<file path="src/inc/phy_mii_pkg.sv">
// Constants for the MII pin logic of a 100/10 Mb/s transceiver.
// Assumes a 200 MHz system clock; register offsets are 5-bit.
package phy_mii_pkg;
  // ==========================================
  // Register offsets
  localparam logic [4:0] ADDR_ISR = 5'h11;
  localparam logic [4:0] ADDR_IMR = 5'h12;
  localparam logic [4:0] ADDR_BYP = 5'h18;
  localparam logic [4:0] ADDR_SSR = 5'h19;
  localparam logic [4:0] ADDR_TEN = 5'h1b;
  // ==========================================
  // Field positions
  localparam int BIT_CODER  = 14;
  localparam int BIT_ALIGN  = 12;
  localparam int BIT_SERIAL = 9;
  localparam int SSR_DRV    = 8;
  localparam int SSR_TCM    = 9;
  localparam int ISR_COL    = 0;
  localparam int ISR_FC     = 1;
  localparam int ISR_RXER   = 2;
  localparam int ISR_SPD    = 3;
  localparam int ISR_DPX    = 4;
  // ==========================================
  // Reset values and codes
  localparam logic [15:0] IMR_RST  = 16'h001f;
  localparam logic [3:0]  FC_NIB   = 4'he;
  localparam logic [1:0]  OP_READ  = 2'h2;
  localparam logic [1:0]  OP_WRITE = 2'h1;
  localparam int          PRE_LEN  = 32;
  // ==========================================
  // Timing, rates in kHz
  localparam int SYS_KHZ      = 200000;
  localparam int RATE_100_KHZ = 25000;
  localparam int RATE_10_KHZ  = 2500;
  localparam int RATE_SER_KHZ = 10000;
  localparam int MDC_MAX_KHZ  = 16670;
  localparam int HALF_100 = SYS_KHZ / (2 * RATE_100_KHZ);
  localparam int HALF_10  = SYS_KHZ / (2 * RATE_10_KHZ);
  localparam int HALF_SER = SYS_KHZ / (2 * RATE_SER_KHZ);
  localparam int MDC_MIN  = SYS_KHZ / (2 * MDC_MAX_KHZ);
  // ==========================================
  // Management frame states
  typedef enum logic [2:0] {
    MD_PRE, MD_HDR, MD_TA, MD_DATA
  } mdio_state_t;
endpackage

</file>
<file path="src/phy_mii_pins.sv">
// MII pin logic: receive/transmit signalling, straps, management port.
// Assumes core-side inputs on sys_clk_i; pins arrive asynchronously.
//
// Design decisions made here: the plain strobed port and the address map.
`timescale 1ns/1ps
module phy_mii_pins (
  // Clock and reset
  input  wire logic        sys_clk_i,
  input  wire logic        rstn_i,
  // Software register port
  input  wire logic [4:0]  reg_addr_i,
  input  wire logic [15:0] reg_wdata_i,
  input  wire logic        reg_wr_i,
  input  wire logic        reg_rd_i,
  output logic      [15:0] reg_rdata_o,
  // Core receive side
  input  wire logic [4:0]  rx_data_i,
  input  wire logic        rx_valid_i,
  input  wire logic        rx_error_i,
  input  wire logic        rx_false_carrier_i,
  input  wire logic        carrier_i,
  input  wire logic        collision_i,
  input  wire logic        sqe_i,
  input  wire logic        speed_100_i,
  input  wire logic        full_duplex_i,
  // Core transmit side
  output logic      [4:0]  tx_code_o,
  output logic             tx_valid_o,
  output logic             tx_halt_o,
  output logic             tx_strobe_o,
  // Straps and status
  input  wire logic        tx_clock_source_strap_i,
  input  wire logic        serial_mode_strap_i,
  input  wire logic        coder_bypass_strap_i,
  input  wire logic        align_bypass_strap_i,
  output logic             drive_strength_o,
  output logic             ref_clock_out_o,
  // MII receive pins
  input  wire logic        rx_en_i,
  input  wire logic [3:0]  rxd_i,
  output logic      [3:0]  rxd_o,
  output logic             rxd_oe_n_o,
  input  wire logic        rx_dv_i,
  output logic             rx_dv_o,
  input  wire logic        rx_er_i,
  output logic             rx_er_o,
  output logic             rx_clk_o,
  input  wire logic        col_i,
  output logic             col_o,
  input  wire logic        crs_i,
  output logic             crs_o,
  output logic             col_crs_oe_n_o,
  // MII transmit pins
  input  wire logic        tx_clk_i,
  output logic             tx_clk_o,
  output logic             tx_clk_oe_n_o,
  input  wire logic [3:0]  txd_i,
  input  wire logic        tx_er_i,
  input  wire logic        tx_en_i,
  // Management pins
  input  wire logic        mdc_i,
  input  wire logic        mdio_i,
  output logic             mdio_o,
  output logic             mdio_oe_n_o,
  output logic             mgmt_interrupt_n_o,
  output logic             mgmt_interrupt_n_oe_n_o
);
  // ==========================================
  // Synchronisers
  logic [13:0] s1;
  logic [13:0] s2;
  logic        txc_d;
  logic        mdc_d;
  logic [13:0] pins;
  assign pins = {mdio_i, mdc_i, tx_clk_i, tx_en_i, tx_er_i, txd_i,
                 rx_en_i, rx_dv_i, rx_er_i, crs_i, col_i};
  // Two stages for every pin; mdc is just another async pin
  always_ff @(posedge sys_clk_i)
  begin
    s1    <= pins;
    s2    <= s1;
    txc_d <= s2[11];
    mdc_d <= s2[12];
  end
  logic       col_s, crs_s, rxer_s, rxdv_s, rxen_s, txen_s, txer_s;
  logic       mdio_s, tx_rise, mdc_rise;
  logic [3:0] txd_s;
  assign {col_s, crs_s, rxer_s, rxdv_s, rxen_s} =
         {s2[0], s2[1], s2[2], s2[3], s2[4]};
  assign txd_s    = s2[8:5];
  assign txer_s   = s2[9];
  assign txen_s   = s2[10];
  assign mdio_s   = s2[13];
  assign tx_rise  = s2[11] & ~txc_d;
  assign mdc_rise = s2[12] & ~mdc_d;

  // ==========================================
  // Strap capture in the first cycle after reset release
  logic [3:0] rxd_s1, rxd_s2;
  logic [3:0] strap_s1, strap_s2;
  logic [4:0] strap_pins;
  logic       strap_done;
  logic [4:0] phy_addr_strap;
  logic       tx_clock_source_strap;
  // All four receive data pins and the strap pins, two stages each
  always_ff @(posedge sys_clk_i)
  begin
    rxd_s1   <= rxd_i;
    rxd_s2   <= rxd_s1;
    strap_s1 <= {align_bypass_strap_i, coder_bypass_strap_i,
                 serial_mode_strap_i, tx_clock_source_strap_i};
    strap_s2 <= strap_s1;
  end
  // Address bits 0..4: collision, rxd1, carrier, rxd3, receive error
  assign strap_pins = {rxer_s, rxd_s2[3], crs_s, rxd_s2[1], col_s};
  always_ff @(posedge sys_clk_i)
  begin
    if (!rstn_i)
    begin
      strap_done       <= 1'b0;
      phy_addr_strap   <= 5'h00;
      drive_strength_o <= 1'b0;
      tx_clock_source_strap              <= 1'b0;
    end
    else if (!strap_done)
    begin
      strap_done       <= 1'b1;
      phy_addr_strap   <= strap_pins;
      drive_strength_o <= rxdv_s;
      tx_clock_source_strap              <= strap_s2[0];
    end
  end

  // ==========================================
  // Registers
  logic [15:0] interrupt_status_reg, imr;
  logic        coder_bypass_mode, align_bypass_mode, serial_mode;
  logic        md_wr;
  logic [4:0]  md_addr;
  logic [15:0] md_wdata;
  logic        md_isr_rd;
  logic        bypass, ser_eff;
  assign bypass  = coder_bypass_mode | align_bypass_mode;
  assign ser_eff = serial_mode & ~speed_100_i;
  // Writable mode bits; straps load them once, software after
  always_ff @(posedge sys_clk_i)
  begin
    if (!rstn_i)
    begin
      imr               <= phy_mii_pkg::IMR_RST;
      coder_bypass_mode <= 1'b0;
      align_bypass_mode <= 1'b0;
      serial_mode       <= 1'b0;
    end
    else if (!strap_done)
    begin
      coder_bypass_mode <= strap_s2[2];
      align_bypass_mode <= strap_s2[3];
      serial_mode       <= strap_s2[1];
    end
    else if (reg_wr_i || md_wr)
    begin
      case (reg_wr_i ? reg_addr_i : md_addr)
        phy_mii_pkg::ADDR_IMR: imr <= reg_wr_i ? reg_wdata_i : md_wdata;
        phy_mii_pkg::ADDR_BYP:
        begin
          coder_bypass_mode <= reg_wr_i ?
            reg_wdata_i[phy_mii_pkg::BIT_CODER] :
            md_wdata[phy_mii_pkg::BIT_CODER];
          align_bypass_mode <= reg_wr_i ?
            reg_wdata_i[phy_mii_pkg::BIT_ALIGN] :
            md_wdata[phy_mii_pkg::BIT_ALIGN];
        end
        phy_mii_pkg::ADDR_TEN:
          serial_mode <= reg_wr_i ?
            reg_wdata_i[phy_mii_pkg::BIT_SERIAL] :
            md_wdata[phy_mii_pkg::BIT_SERIAL];
        default: imr <= imr;
      endcase
    end
  end
  // Read multiplexer shared by both access paths
  function automatic logic [15:0] reg_read(input logic [4:0] a);
    logic [15:0] v;
    v = 16'h0000;
    case (a)
      phy_mii_pkg::ADDR_ISR: v = interrupt_status_reg;
      phy_mii_pkg::ADDR_IMR: v = imr;
      phy_mii_pkg::ADDR_BYP:
      begin
        v[phy_mii_pkg::BIT_CODER] = coder_bypass_mode;
        v[phy_mii_pkg::BIT_ALIGN] = align_bypass_mode;
      end
      phy_mii_pkg::ADDR_SSR:
      begin
        v[4:0]                 = phy_addr_strap;
        v[phy_mii_pkg::SSR_DRV] = drive_strength_o;
        v[phy_mii_pkg::SSR_TCM] = tx_clock_source_strap;
      end
      phy_mii_pkg::ADDR_TEN: v[phy_mii_pkg::BIT_SERIAL] = serial_mode;
      default: v = 16'h0000;
    endcase
    return v;
  endfunction
  // Read data stands one cycle after the strobe
  always_ff @(posedge sys_clk_i)
  begin
    if (!rstn_i)
      reg_rdata_o <= 16'h0000;
    else
      reg_rdata_o <= reg_rd_i ? reg_read(reg_addr_i) : 16'h0000;
  end

  // ==========================================
  // Interrupt status, sticky; set wins over read-clear
  logic [4:0] ev;
  logic       col_q, fc_q, er_q, spd_q, dpx_q, isr_clr;
  // Previous levels, tracked in reset too so no false change follows it
  always_ff @(posedge sys_clk_i)
  begin
    {col_q, fc_q, er_q, spd_q, dpx_q} <= {collision_i,
      rx_false_carrier_i, rx_error_i, speed_100_i, full_duplex_i};
  end
  assign ev[phy_mii_pkg::ISR_COL]  = collision_i & ~col_q;
  assign ev[phy_mii_pkg::ISR_FC]   = rx_false_carrier_i & ~fc_q;
  assign ev[phy_mii_pkg::ISR_RXER] = rx_error_i & ~er_q;
  assign ev[phy_mii_pkg::ISR_SPD]  = speed_100_i ^ spd_q;
  assign ev[phy_mii_pkg::ISR_DPX]  = full_duplex_i ^ dpx_q;
  assign isr_clr = md_isr_rd |
                   (reg_rd_i && reg_addr_i == phy_mii_pkg::ADDR_ISR);
  always_ff @(posedge sys_clk_i)
  begin
    if (!rstn_i)
      interrupt_status_reg <= 16'h0000;
    else
      interrupt_status_reg <= (isr_clr ? 16'h0000 : interrupt_status_reg) | {11'h000, ev};
  end
  // Open drain: pull low while any unmasked status is set
  assign mgmt_interrupt_n_o      = 1'b0;
  assign mgmt_interrupt_n_oe_n_o = ~|(interrupt_status_reg & imr);

  // ==========================================
  // Receive clock divider and output registers
  logic [6:0] rx_cnt, half;
  logic       rx_fall;
  assign half = speed_100_i ? 7'(phy_mii_pkg::HALF_100) :
                ser_eff     ? 7'(phy_mii_pkg::HALF_SER) :
                              7'(phy_mii_pkg::HALF_10);
  assign rx_fall = (rx_cnt >= half - 7'd1) && rx_clk_o;
  // Free-running clock, toggles every half period
  always_ff @(posedge sys_clk_i)
  begin
    if (!rstn_i)
    begin
      rx_cnt   <= 7'd0;
      rx_clk_o <= 1'b0;
    end
    else if (rx_cnt >= half - 7'd1)
    begin
      rx_cnt   <= 7'd0;
      rx_clk_o <= ~rx_clk_o;
    end
    else
      rx_cnt <= rx_cnt + 7'd1;
  end
  // Outputs change on the falling edge, MAC samples on rising
  always_ff @(posedge sys_clk_i)
  begin
    if (!rstn_i)
    begin
      rxd_o   <= 4'h0;
      rx_dv_o <= 1'b0;
      rx_er_o <= 1'b0;
    end
    else if (rx_fall)
    begin
      if (ser_eff)
      begin
        rxd_o   <= {3'h0, rx_data_i[0]};
        rx_dv_o <= rx_valid_i;
        rx_er_o <= 1'b0;
      end
      else if (align_bypass_mode)
      begin
        rxd_o   <= rx_data_i[3:0];
        rx_er_o <= rx_data_i[4];
        rx_dv_o <= rx_valid_i;
      end
      else if (coder_bypass_mode)
      begin
        rxd_o   <= rx_valid_i ? rx_data_i[3:0] : 4'h0;
        rx_er_o <= rx_valid_i & rx_data_i[4];
        rx_dv_o <= rx_valid_i;
      end
      else if (rx_valid_i)
      begin
        rxd_o   <= rx_data_i[3:0];
        rx_er_o <= rx_error_i;
        rx_dv_o <= 1'b1;
      end
      else
      begin
        rxd_o   <= rx_false_carrier_i ? phy_mii_pkg::FC_NIB : 4'h0;
        rx_er_o <= rx_false_carrier_i;
        rx_dv_o <= 1'b0;
      end
    end
  end
  // Collision and carrier follow the core every cycle
  always_ff @(posedge sys_clk_i)
  begin
    if (!rstn_i)
    begin
      col_o <= 1'b0;
      crs_o <= 1'b0;
    end
    else
    begin
      col_o <= (collision_i & ~full_duplex_i) |
               (sqe_i & ~speed_100_i);
      crs_o <= carrier_i;
    end
  end
  // Pins stay released while straps are read
  assign rxd_oe_n_o     = ~(rxen_s & strap_done);
  assign col_crs_oe_n_o = ~strap_done;

  // ==========================================
  // Transmit clock source and sampling
  logic [2:0] ref_cnt;
  logic       ref_rise, tx_edge;
  assign ref_rise = (ref_cnt == 3'(phy_mii_pkg::HALF_100 - 1)) &&
                    !ref_clock_out_o;
  // Reference clock output, 25 MHz
  always_ff @(posedge sys_clk_i)
  begin
    if (!rstn_i)
    begin
      ref_cnt         <= 3'd0;
      ref_clock_out_o <= 1'b0;
    end
    else if (ref_cnt == 3'(phy_mii_pkg::HALF_100 - 1))
    begin
      ref_cnt         <= 3'd0;
      ref_clock_out_o <= ~ref_clock_out_o;
    end
    else
      ref_cnt <= ref_cnt + 3'd1;
  end
  assign tx_clk_o      = ref_clock_out_o;
  assign tx_clk_oe_n_o = ~(tx_clock_source_strap & strap_done);
  assign tx_edge       = tx_clock_source_strap ? ref_rise : tx_rise;
  // Nibble or code-group taken on each rising transmit clock edge
  always_ff @(posedge sys_clk_i)
  begin
    if (!rstn_i)
    begin
      tx_code_o   <= 5'h00;
      tx_valid_o  <= 1'b0;
      tx_halt_o   <= 1'b0;
      tx_strobe_o <= 1'b0;
    end
    else
    begin
      tx_strobe_o <= tx_edge;
      if (tx_edge)
      begin
        tx_valid_o <= txen_s;
        tx_halt_o  <= 1'b0;
        if (bypass)
          tx_code_o <= {txer_s, txd_s};
        else if (ser_eff)
          tx_code_o <= {4'h0, txd_s[0]};
        else if (speed_100_i && txen_s && txer_s)
        begin
          tx_code_o <= 5'h00;
          tx_halt_o <= 1'b1;
        end
        else
          tx_code_o <= {1'b0, txd_s};
      end
    end
  end

  // ==========================================
  // Management frame slave
  phy_mii_pkg::mdio_state_t md_st;
  logic [5:0]  md_cnt;
  logic [11:0] hdr;
  logic [12:0] full;
  logic [15:0] md_sh;
  logic        md_rd_hit, md_wr_hit;
  assign full = {hdr, mdio_s};
  // Frames sampled on management clock rising edges
  always_ff @(posedge sys_clk_i)
  begin
    if (!rstn_i)
    begin
      md_st       <= phy_mii_pkg::MD_PRE;
      md_cnt      <= 6'd0;
      hdr         <= 12'h000;
      md_sh       <= 16'h0000;
      md_rd_hit   <= 1'b0;
      md_wr_hit   <= 1'b0;
      md_wr       <= 1'b0;
      md_addr     <= 5'h00;
      md_wdata    <= 16'h0000;
      md_isr_rd   <= 1'b0;
      mdio_o      <= 1'b1;
      mdio_oe_n_o <= 1'b1;
    end
    else
    begin
      md_wr     <= 1'b0;
      md_isr_rd <= 1'b0;
      if (mdc_rise)
      begin
        case (md_st)
          phy_mii_pkg::MD_PRE:
            if (mdio_s)
              md_cnt <= (md_cnt == 6'(phy_mii_pkg::PRE_LEN)) ?
                        md_cnt : md_cnt + 6'd1;
            else if (md_cnt == 6'(phy_mii_pkg::PRE_LEN))
            begin
              md_st  <= phy_mii_pkg::MD_HDR;
              md_cnt <= 6'd0;
            end
            else
              md_cnt <= 6'd0;
          phy_mii_pkg::MD_HDR:
          begin
            hdr    <= full[11:0];
            md_cnt <= md_cnt + 6'd1;
            if (md_cnt == 6'd12)
            begin
              md_st     <= phy_mii_pkg::MD_TA;
              md_cnt    <= 6'd0;
              md_addr   <= full[4:0];
              md_rd_hit <= full[12] && full[11:10] ==
                phy_mii_pkg::OP_READ && full[9:5] == phy_addr_strap;
              md_wr_hit <= full[12] && full[11:10] ==
                phy_mii_pkg::OP_WRITE && full[9:5] == phy_addr_strap;
              md_sh     <= reg_read(full[4:0]);
              md_isr_rd <= full[12] && full[11:10] ==
                phy_mii_pkg::OP_READ && full[9:5] == phy_addr_strap &&
                full[4:0] == phy_mii_pkg::ADDR_ISR;
            end
          end
          phy_mii_pkg::MD_TA:
          begin
            md_cnt <= md_cnt + 6'd1;
            if (md_cnt == 6'd0)
            begin
              mdio_o      <= 1'b0;
              mdio_oe_n_o <= ~md_rd_hit;
            end
            else
            begin
              mdio_o <= md_sh[15];
              md_sh  <= {md_sh[14:0], 1'b0};
              md_st  <= phy_mii_pkg::MD_DATA;
              md_cnt <= 6'd0;
            end
          end
          phy_mii_pkg::MD_DATA:
          begin
            md_cnt <= md_cnt + 6'd1;
            mdio_o <= md_sh[15];
            md_sh  <= {md_sh[14:0], mdio_s};
            if (md_cnt == 6'd15)
            begin
              mdio_oe_n_o <= 1'b1;
              mdio_o      <= 1'b1;
              md_wr       <= md_wr_hit;
              md_wdata    <= {md_sh[14:0], mdio_s};
              md_st       <= phy_mii_pkg::MD_PRE;
              md_cnt      <= 6'd0;
            end
          end
          default: md_st <= phy_mii_pkg::MD_PRE;
        endcase
      end
    end
  end
endmodule

</file>
<file path="config.mk">
export PLATFORM = sky130hd
export DESIGN_NAME = phy_mii_pins
export DESIGN_NICKNAME = d
export VERILOG_FILES = /design/src/inc/phy_mii_pkg.sv /design/src/phy_mii_pins.sv
export SDC_FILE = /design/constraint.sdc
export NUM_CORES = 1
export LEC_CHECK = 0
export BUFFER_PORTS_ARGS = -buffer_cell sky130_fd_sc_hd__clkbuf_2
export CORE_UTILIZATION = 61
export DETAILED_ROUTE_END_ITERATION = 16
export PLACE_DENSITY = 0.84
export REMOVE_ABC_BUFFERS = 1
export SYNTH_ARGS = -nofsm -noshare
export SYNTH_HDL_FRONTEND = slang
export SYNTH_SLANG_ARGS = --single-unit
</file>
<file path="constraint.sdc">
create_clock -name sys_clk_i -period 3.5 [get_ports sys_clk_i]
set_input_delay 0.7 -clock sys_clk_i [delete_from_list [all_inputs] [get_ports sys_clk_i]]
set_output_delay 0.7 -clock sys_clk_i [all_outputs]
set_load 0.01 [all_outputs]
</file>
==> out/results.ini, run 1 <==
[detailed_routing]
wl_per_cell_um=17.5
routed.top_layer=met4
wirelength_mm=17.4
route.met2.wl_mm=8.87
first_pass_iters=7
vias_per_cell=5.88
wl_met1_mm=6.91
drtIter0Drc=409
vias=5851
dr_wl_met3_mm=1.16
drc=0
ant_nets=0

[critical_path]
cp_slowest_cell=a2111o_1
cp-start-kind=primary input
arrival_ns=2.86
rr_startpoint=serial_mode$_SDFFE_PN0P_
worst-path-max-fanout=7
crit_type=in -> reg
cp_common_cell=a21o_1
path_cells=clkbuf_2 > nand2b_1 > inv_1 > ha_1 > a21o_1 > a21o_1 > a211o_1 > a2111o_1 > nor2_1
crit_required_ns=3.85
critPathMaxStageDelay_ns=0.53
cp-end-kind=flip-flop
crit_path_start=speed_100_i

[yosys]
syn_inst=755
yosys_warnings=0
synth_edf_count=0
seq_area_frac_synth_pct=51.8
ys_ff_latch=186
async_flop_share_pct=0
synth.avg_cell_area_um2=9.52
synthesis.area_mm2=0.00719
synth_cell_type_count=67
synth_ff_type=dfxtp_1

[global_routing]
grt.total_usage_pct=29.3
grt_pass1_vias=5927
antenna_found_initial=0
overflow=0
grt_pass1_wl_mm=28.4
grt_max_degree=38

[clock_network]
ctsResizeCount=0
cts_root_buf=clkbuf_16
clk_pin_slew_ns=0.07
cts_sinks=186
cts_setup_buffers=0
cts_hold_buf=0
htree_levels=4
cts_max_path_buffers=2
cts_tree=done
clk_latency_ns=0.43
numCtsBuffers=17

[timing]
worstMarginPinSlew_ns=0.894
setup_viol=0
fmax_mhz=399
fin_crit_sh_pct=71.6
fin_crit_ns=2.51
finalMaxSlewViolations=0
tns_ns=0
hold_viol=0
layout_setup_ws_ns=0.993
rsz0062_at_grt=false
slew_headroom_pct=39.9
clock_skew_ns=0.00873

[die]
die_w_um=111
dieHeight_um=111
rows=39
coreArea_mm2=0.0115
initial_utilization_pct=62.7
ios=103
die_area_mm2=0.0122

[status]
status=finished, final reports clean

[layout]
num-nets-final=915
area_growth_syn_to_layout_pct=16.4
antenna-diode-count=0
drive_gt1_share_pct=18.9

[power]
powerDensity_mw_per_mm2=527
vdd_drop_max_mv=0.489
leakage_nw=3.56

[worst_hold_path]
hold_start=s1[6]$_DFF_P_
hp-class=reg -> reg

[place]
portBuffers=99
place_ws_ns=0.626
place_congestion=0.920
dp_hpwl_mm=12.1

[flow_run]
drv_cap=0

[synthesized netlist by cell type (14+ instances only)]
| cell type | number | area share, % |
|---|---|---|
| nand3_1 | 34 | 2.4 |
| o21ai_0 | 15 | 1.0 |
| a21oi_1 | 44 | 3.1 |
| dfxtp_1 | 186 | 52 |
| mux2i_1 | 54 | 7.5 |
| a22oi_1 | 14 | 1.5 |
| clkbuf_1 | 32 | 1.7 |
| inv_1 | 17 | 0.89 |
| nand2_1 | 84 | 4.4 |
| nor2_1 | 84 | 4.4 |
| ha_1 | 14 | 2.4 |
[per-stage QoR]
step / hold slack, ns / area (um^2) / util (%) / total power, mW / std cells
6_report: 0.328 / 8370 / 73.0 / 4.41 / 995
5_1_grt: 0.332 / 8370 / 73.0 / 4.54 / 995
4_1_cts: 0.328 / 8370 / 73.0 / 4.43 / 995
3_5_place_dp: 0.313 / 7770 / 67.8 / 2.49 / 965
3_3_place_gp: 0.310 / 7770 / 67.8 / 2.47 / 965
2_1_floorplan: 0.310 / 7010 / - / 2.37 / 711
[where the power goes]
part           internal, mW  total [mW]  switching [mW]
clock                  1.16        1.96           0.803
combinational        0.0996       0.227           0.127
sequential             2.17        2.22          0.0471
total                  3.43        4.41           0.978
[worst max-delay path, delay by kind of cell]
kind,cells,cell delay (ns)
AO/OA/AOI/OAI,4,1.20
AND/OR/NAND/NOR,2,0.42
buffers and inverters,2,0.25
adder cells (fa/ha/maj),1,0.28
[cell families after synthesis]
family / after synthesis / share of synthesized area (%)
flip-flops: 186 / 51.8
multiplexers: 58 / 8.14
AND/OR/NAND/NOR: 281 / 19.1
AO/OA/AOI/OAI: 138 / 13.1
adder cells (fa/ha/maj): 14 / 2.44
buffers and inverters: 61 / 3.46
XOR/XNOR: 16 / 1.95
other: 1 / 0.0522
[final cells by class]
| cell class | instances | area (um^2) |
|---|---|---|
| Sequential cell | 186 | 3720 |
| Inverter | 17 | 63.8 |
| Fill cell | 828 | 3100 |
| Tap cell | 143 | 179 |
| Clock inverter | 9 | 139 |
| Timing Repair Buffer | 111 | 586 |
| Multi-Input combinational cell | 508 | 3220 |
| Clock buffer | 21 | 460 |
[metal layers]
| layer | GRT usage, % | vias up |
|---|---|---|
| li1 | - | 2809 |
| met1 | 34.2 | 2785 |
| met2 | 50.5 | 215 |
| met3 | 7.35 | 42 |
| met4 | 13.0 | 0 |
| met5 | 0 | - |
[final timing paths]
kind	cells past startpoint	to	slack, ns
max	9	rx_cnt[2]$_SDFF_PP0_	0.99
min reg2reg	0	s2[6]$_DFF_P_	0.33
min	0	s2[6]$_DFF_P_	0.33
max reg2reg	8	rx_cnt[2]$_SDFF_PP0_	1.04
[cells in the final DEF, fill, tap and decap left out, types with 4 or more instances in the layout]
cell type  count
a31oi_1        8
mux2i_1       54
and3_1         5
a22oi_1       14
nand3_1       34
mux2_2         4
and2_1        11
nand2_1       84
nor3b_1        6
clkbuf_16     17
dfxtp_1      186
nand2b_1       6
a21oi_1       44
or3_1          4
a22o_1         6
nor2b_1        9
o21ai_0       15
nor3_1         6
a311oi_1       8
xor2_1        10
inv_1         16
nand4_1        6
o211ai_1       8
xnor2_1        6
a211oi_1      11
ha_1          14
clkbuf_2      99
nor2_1        84
or2_2          6
buf_4         12
Power figures use the tool's default switching activity.
==> run 2, diff against run 1 <==
Settings changed: CORE_UTILIZATION 61 to 51, PLACE_DENSITY 0.84 to 0.75.
Clock period 3.5 ns to 2.1 ns, I/O delays scaled along.
==> run 2 against run 1 <==
Effect of this change: via count shrank 1.7%; total power grew 68%; first-iteration DRC count shrank 13%; sequential power grew 66%; flip-flop and latch count is the same; routed wire length shrank 4.3%; final cell count grew 6.8%; utilization shrank 9.9 points; critical path depth shrank 5; critical path type is now reg -> out; largest power group unchanged; highest routed layer unchanged.
==> out/results.ini, run 2 (same netlist as run 1, synthesis figures left out) <==
[status]
status=finished, final reports clean

[power]
powerDensity_mw_per_mm2=848
leakage_nw=3.73
vdd_drop_max_mv=0.739

[critical_path]
cp_num_buf_inv=2
critPathMaxStageDelay_ns=0.35
crit_required_ns=1.68
path_cells=a222oi_1 > inv_1 > a221oi_2 > buf_2
cp-end-kind=output port
cp-start-kind=flip-flop
cp_slowest_cell=dfxtp_2
worst-path-max-fanout=4
crit_type=reg -> out
arrival_ns=1.62
path_delay_family=compound AO/OA/AOI/OAI gates

[clock_network]
cts_max_path_buffers=2
clk_pin_slew_ns=0.08
cts_hold_buf=0
cts_sinks=186
htree_levels=4
cts_tree=done
clk_latency_ns=0.44
cts_root_buf=clkbuf_16
numCtsBuffers=17

[detailed_routing]
vias=5753
wirelength_mm=16.6
wl_per_cell_um=15.7
ant_nets=0
drc=0
first_pass_iters=5
vias_per_cell=5.41
drtIter0Drc=356

[global_routing]
overflow=0
grt_max_degree=39
grt_pass1_wl_mm=27.1
antenna_found_initial=0
grt_pass1_vias=5504
grt.total_usage_pct=24.1

[die]
dieHeight_um=121
die_w_um=121
coreArea_mm2=0.0138
rows=43
initial_utilization_pct=52.0
ios=103
die_area_mm2=0.0146

[layout]
layout.cells.most_common=dfxtp_1
area_growth_syn_to_layout_pct=21.4
final_cell_mix=dfxtp_1, clkbuf_2, nand2_1, nor2_1, mux2i_1
fin_area_mm2=0.00873
num-nets-final=944
utilization_pct=63.1
fillers=1134
drive_gt1_share_pct=23.1
antenna-diode-count=0

[timing]
clock_skew_ns=0.00910
rsz0062_at_grt=true
fin_crit_sh_pct=97.0
fmax_mhz=491
setup_viol=0
fin_crit_ns=2.04
slew_headroom_pct=64.9
layout_setup_ws_ns=0.0635
finalMaxSlewViolations=0
hold_viol=0
worstMarginPinSlew_ns=0.519

[flow_run]
drv_cap=0

[place]
place_congestion=0.894
place_ws_ns=-0.240
placed_area_mm2=0.00804
dp_hpwl_mm=11.8
portBuffers=99

[worst_hold_path]
hp-class=in -> reg

## run 2: what timing repair did
| item | CTS | global route |
|---|---|---|
| pin swaps | 1 | 10 |
| setup endpoints to repair | 13 | 12 |
| gates resized for setup | 2 | 13 |
| setup buffers | 0 | 1 |
## run 2: area by class of cell
type / instances / area, um^2 / share of cell area (%)
Clock inverter: 15 / 194 / 2.22
Tap cell: 180 / 225 / 2.58
Sequential cell: 186 / 3730 / 42.7
Timing Repair Buffer: 140 / 816 / 9.35
Multi-Input combinational cell: 508 / 3270 / 37.5
Clock buffer: 17 / 425 / 4.87
Inverter: 17 / 63.8 / 0.731
## run 2: path summary, 6_finish.rpt
| kind | end | slack [ns] | cells past startpoint | from |
|---|---|---|---|---|
| hold reg to reg | s2[6]$_DFF_P_ | 0.33 | 0 | s1[6]$_DFF_P_ |
| setup / recovery | mgmt_interrupt_n_oe_n_o | 0.06 | 4 | imr[3]$_SDFFE_PN1P_ |
| hold / removal | s1[8]$_DFF_P_ | 0.07 | 1 | txd_i[3] |
| setup reg to reg | rx_cnt[5]$_SDFF_PP0_ | 0.09 | 6 | serial_mode$_SDFFE_PN0P_ |
## run 2: power by group
group          total, mW  switching, mW  internal [mW]
logic              0.417          0.222          0.195
registers           3.69         0.0653           3.62
clock network       3.30           1.57           1.73
total               7.40           1.86           5.55
## run 2: stage by stage
| step | hold slack, ns | TNS (ns) | power (mW) | instances |
|---|---|---|---|---|
| floorplan | 0.310 | -0.530 | 3.96 | 711 |
| global placement | 0.310 | -2.51 | 4.16 | 1030 |
| detailed placement | 0.312 | -3.15 | 4.17 | 1030 |
| CTS | 0.0599 | 0 | 7.44 | 1062 |
| global route | 0.0533 | -0.0194 | 7.66 | 1063 |
| finish | 0.0736 | 0 | 7.40 | 1063 |
## run 2: routing by layer
layer / vias up / track usage (%) / wire [um]
met2: 153 / 40.1 / 7980
li1: 2870 / - / -
met1: 2703 / 29.7 / 7310
met4: 0 / 9.88 / 373
met5: - / 0 / 0
met3: 27 / 6.04 / 973
==> run 3, diff against run 2 <==
Settings changed: CORE_UTILIZATION 51 to 57, PLACE_DENSITY 0.75 to 0.86.
Clock period 2.1 ns to 1.9 ns, I/O delays scaled along.
==> run 3 against run 2 <==
Effect of this change: the flow now finishes with violations (setup timing); cell area rose by 4.9%; setup slack got worse by 0.25 ns; combinational power rose by 26%; critical path depth rose by 5; final cell count rose by 0.85%; clock power barely moved; total power rose by 6.7%; hold slack got worse by 0.026 ns; sequential share of layout area fell by 1.9 points; global-route usage rose by 4.9 points; register-to-register slack got worse by 0.28 ns; largest cell class unchanged.
==> out/results.ini, run 3 (same netlist as run 1, synthesis figures left out) <==
[detailed_routing]
wl_per_cell_um=18.1
drc=0
first_pass_iters=5
vias_per_cell=5.86
ant_nets=0
wirelength_mm=19.4
vias=6280
drtIter0Drc=524

[critical_path]
cp-start-kind=flip-flop
critPathMaxStageDelay_ns=0.47
crit_required_ns=2.23
worst-path-max-fanout=8
cp_slowest_cell=nor4_4
path_delay_family=simple AND/OR/NAND/NOR gates
crit_type=reg -> reg
path_cells=inv_2 > ha_4 > or4b_4 > nor3b_4 > buf_6 > nor4_4 > clkbuf_16 > nor2_2 > a311oi_1
cp-end-kind=flip-flop
cp_num_buf_inv=3
arrival_ns=2.42

[place]
dp_hpwl_mm=12.3
place_congestion=0.918
place_ws_ns=-0.488
portBuffers=99

[timing]
layout_setup_ws_ns=-0.189
hold_viol=0
fin_crit_sh_pct=110
rsz0062_at_grt=true
fin_crit_ns=2.09
setup_viol=29
worstMarginPinSlew_ns=1.25
finalMaxSlewViolations=0
slew_headroom_pct=15.6
fmax_mhz=479
clock_skew_ns=0.0117

[die]
coreArea_mm2=0.0122
die_area_mm2=0.0131
rows=40
die_w_um=114
ios=103
initial_utilization_pct=59.1
dieHeight_um=114

[clock_network]
numCtsBuffers=17
cts_max_path_buffers=2
cts_root_buf=clkbuf_16
cts_tree=done
htree_levels=4
clk_latency_ns=0.43
cts_sinks=186
clk_pin_slew_ns=0.07

[layout]
area_growth_syn_to_layout_pct=27.3
num-nets-final=966
antenna-diode-count=0
drive_gt1_share_pct=29.3
utilization_pct=75.2
final_cell_mix=dfxtp_1, clkbuf_2, nand2_1, nor2_1, buf_4
layout.cells.most_common=dfxtp_1
fillers=780

[global_routing]
grt_max_degree=51
overflow=0
antenna_found_initial=0
grt_pass1_wl_mm=29.0
grt.total_usage_pct=29.0
grt_pass1_vias=5981

[flow_run]
drv_cap=0

[power]
vdd_drop_max_mv=0.871
powerDensity_mw_per_mm2=863
leakage_nw=3.91

[status]
failed_checks=setup timing
status=finished, violations left

[worst_hold_path]
hp-class=in -> reg

run 3: layout make-up:
type	count	area (um^2)	area share [%]
clock buffers	23	488	5.33
clock inverters	8	60.1	0.656
inverters	17	66.3	0.725
multi-input cells	508	3520	38.5
flip-flops and latches	186	3740	40.9
well taps	168	210	2.30
repair buffers	162	1060	11.6
run 3: worst paths after layout:
path / from / cells past startpoint / slack (ns) / to
max: md_cnt[0]$_SDFFE_PN0P_ / 9 / -0.19 / md_sh[6]$_SDFFE_PN0P_
min: rx_dv_i / 1 / 0.05 / s1[3]$_DFF_P_
max reg2reg: md_cnt[0]$_SDFFE_PN0P_ / 9 / -0.19 / md_sh[6]$_SDFFE_PN0P_
min reg2reg: s1[8]$_DFF_P_ / 0 / 0.33 / s2[8]$_DFF_P_
run 3: power breakdown:
group | internal (mW) | switching, mW | total (mW)
sequential | 4.00 | 0.0761 | 4.08
combinational | 0.248 | 0.278 | 0.526
clock | 1.82 | 1.48 | 3.29
total | 6.07 | 1.83 | 7.90
run 3: stage by stage:
step / std cells / instance area (um^2) / power (mW) / setup TNS [ns] / hold WS [ns]
4_1_cts: 1066 / 8820 / 7.89 / -1.24 / 0.0349
3_3_place_gp: 1032 / 8170 / 4.60 / -5.03 / 0.310
6_report: 1072 / 9150 / 7.90 / -2.86 / 0.0479
3_5_place_dp: 1032 / 8170 / 4.62 / -7.37 / 0.312
5_1_grt: 1072 / 9150 / 8.15 / -5.31 / 0.0285
2_1_floorplan: 711 / 7010 / 4.37 / -7.68 / 0.310
run 3: per-layer routing:
| metal | vias up | wire (um) | global-route usage, % |
|---|---|---|---|
| li1 | 2912 | - | - |
| met1 | 2976 | 7580 | 33.5 |
| met2 | 328 | 9630 | 49.1 |
| met3 | 64 | 1550 | 7.99 |
| met4 | 0 | 636 | 15.2 |
| met5 | - | 0 | 0 |
run 3: what timing repair did:
item	in CTS	in global routing
gates cloned	0	3
buffers inserted	3	3
hold buffers	0	0
pin swaps	13	14
resized for setup	24	59
endpoints found under the setup margin	35	42
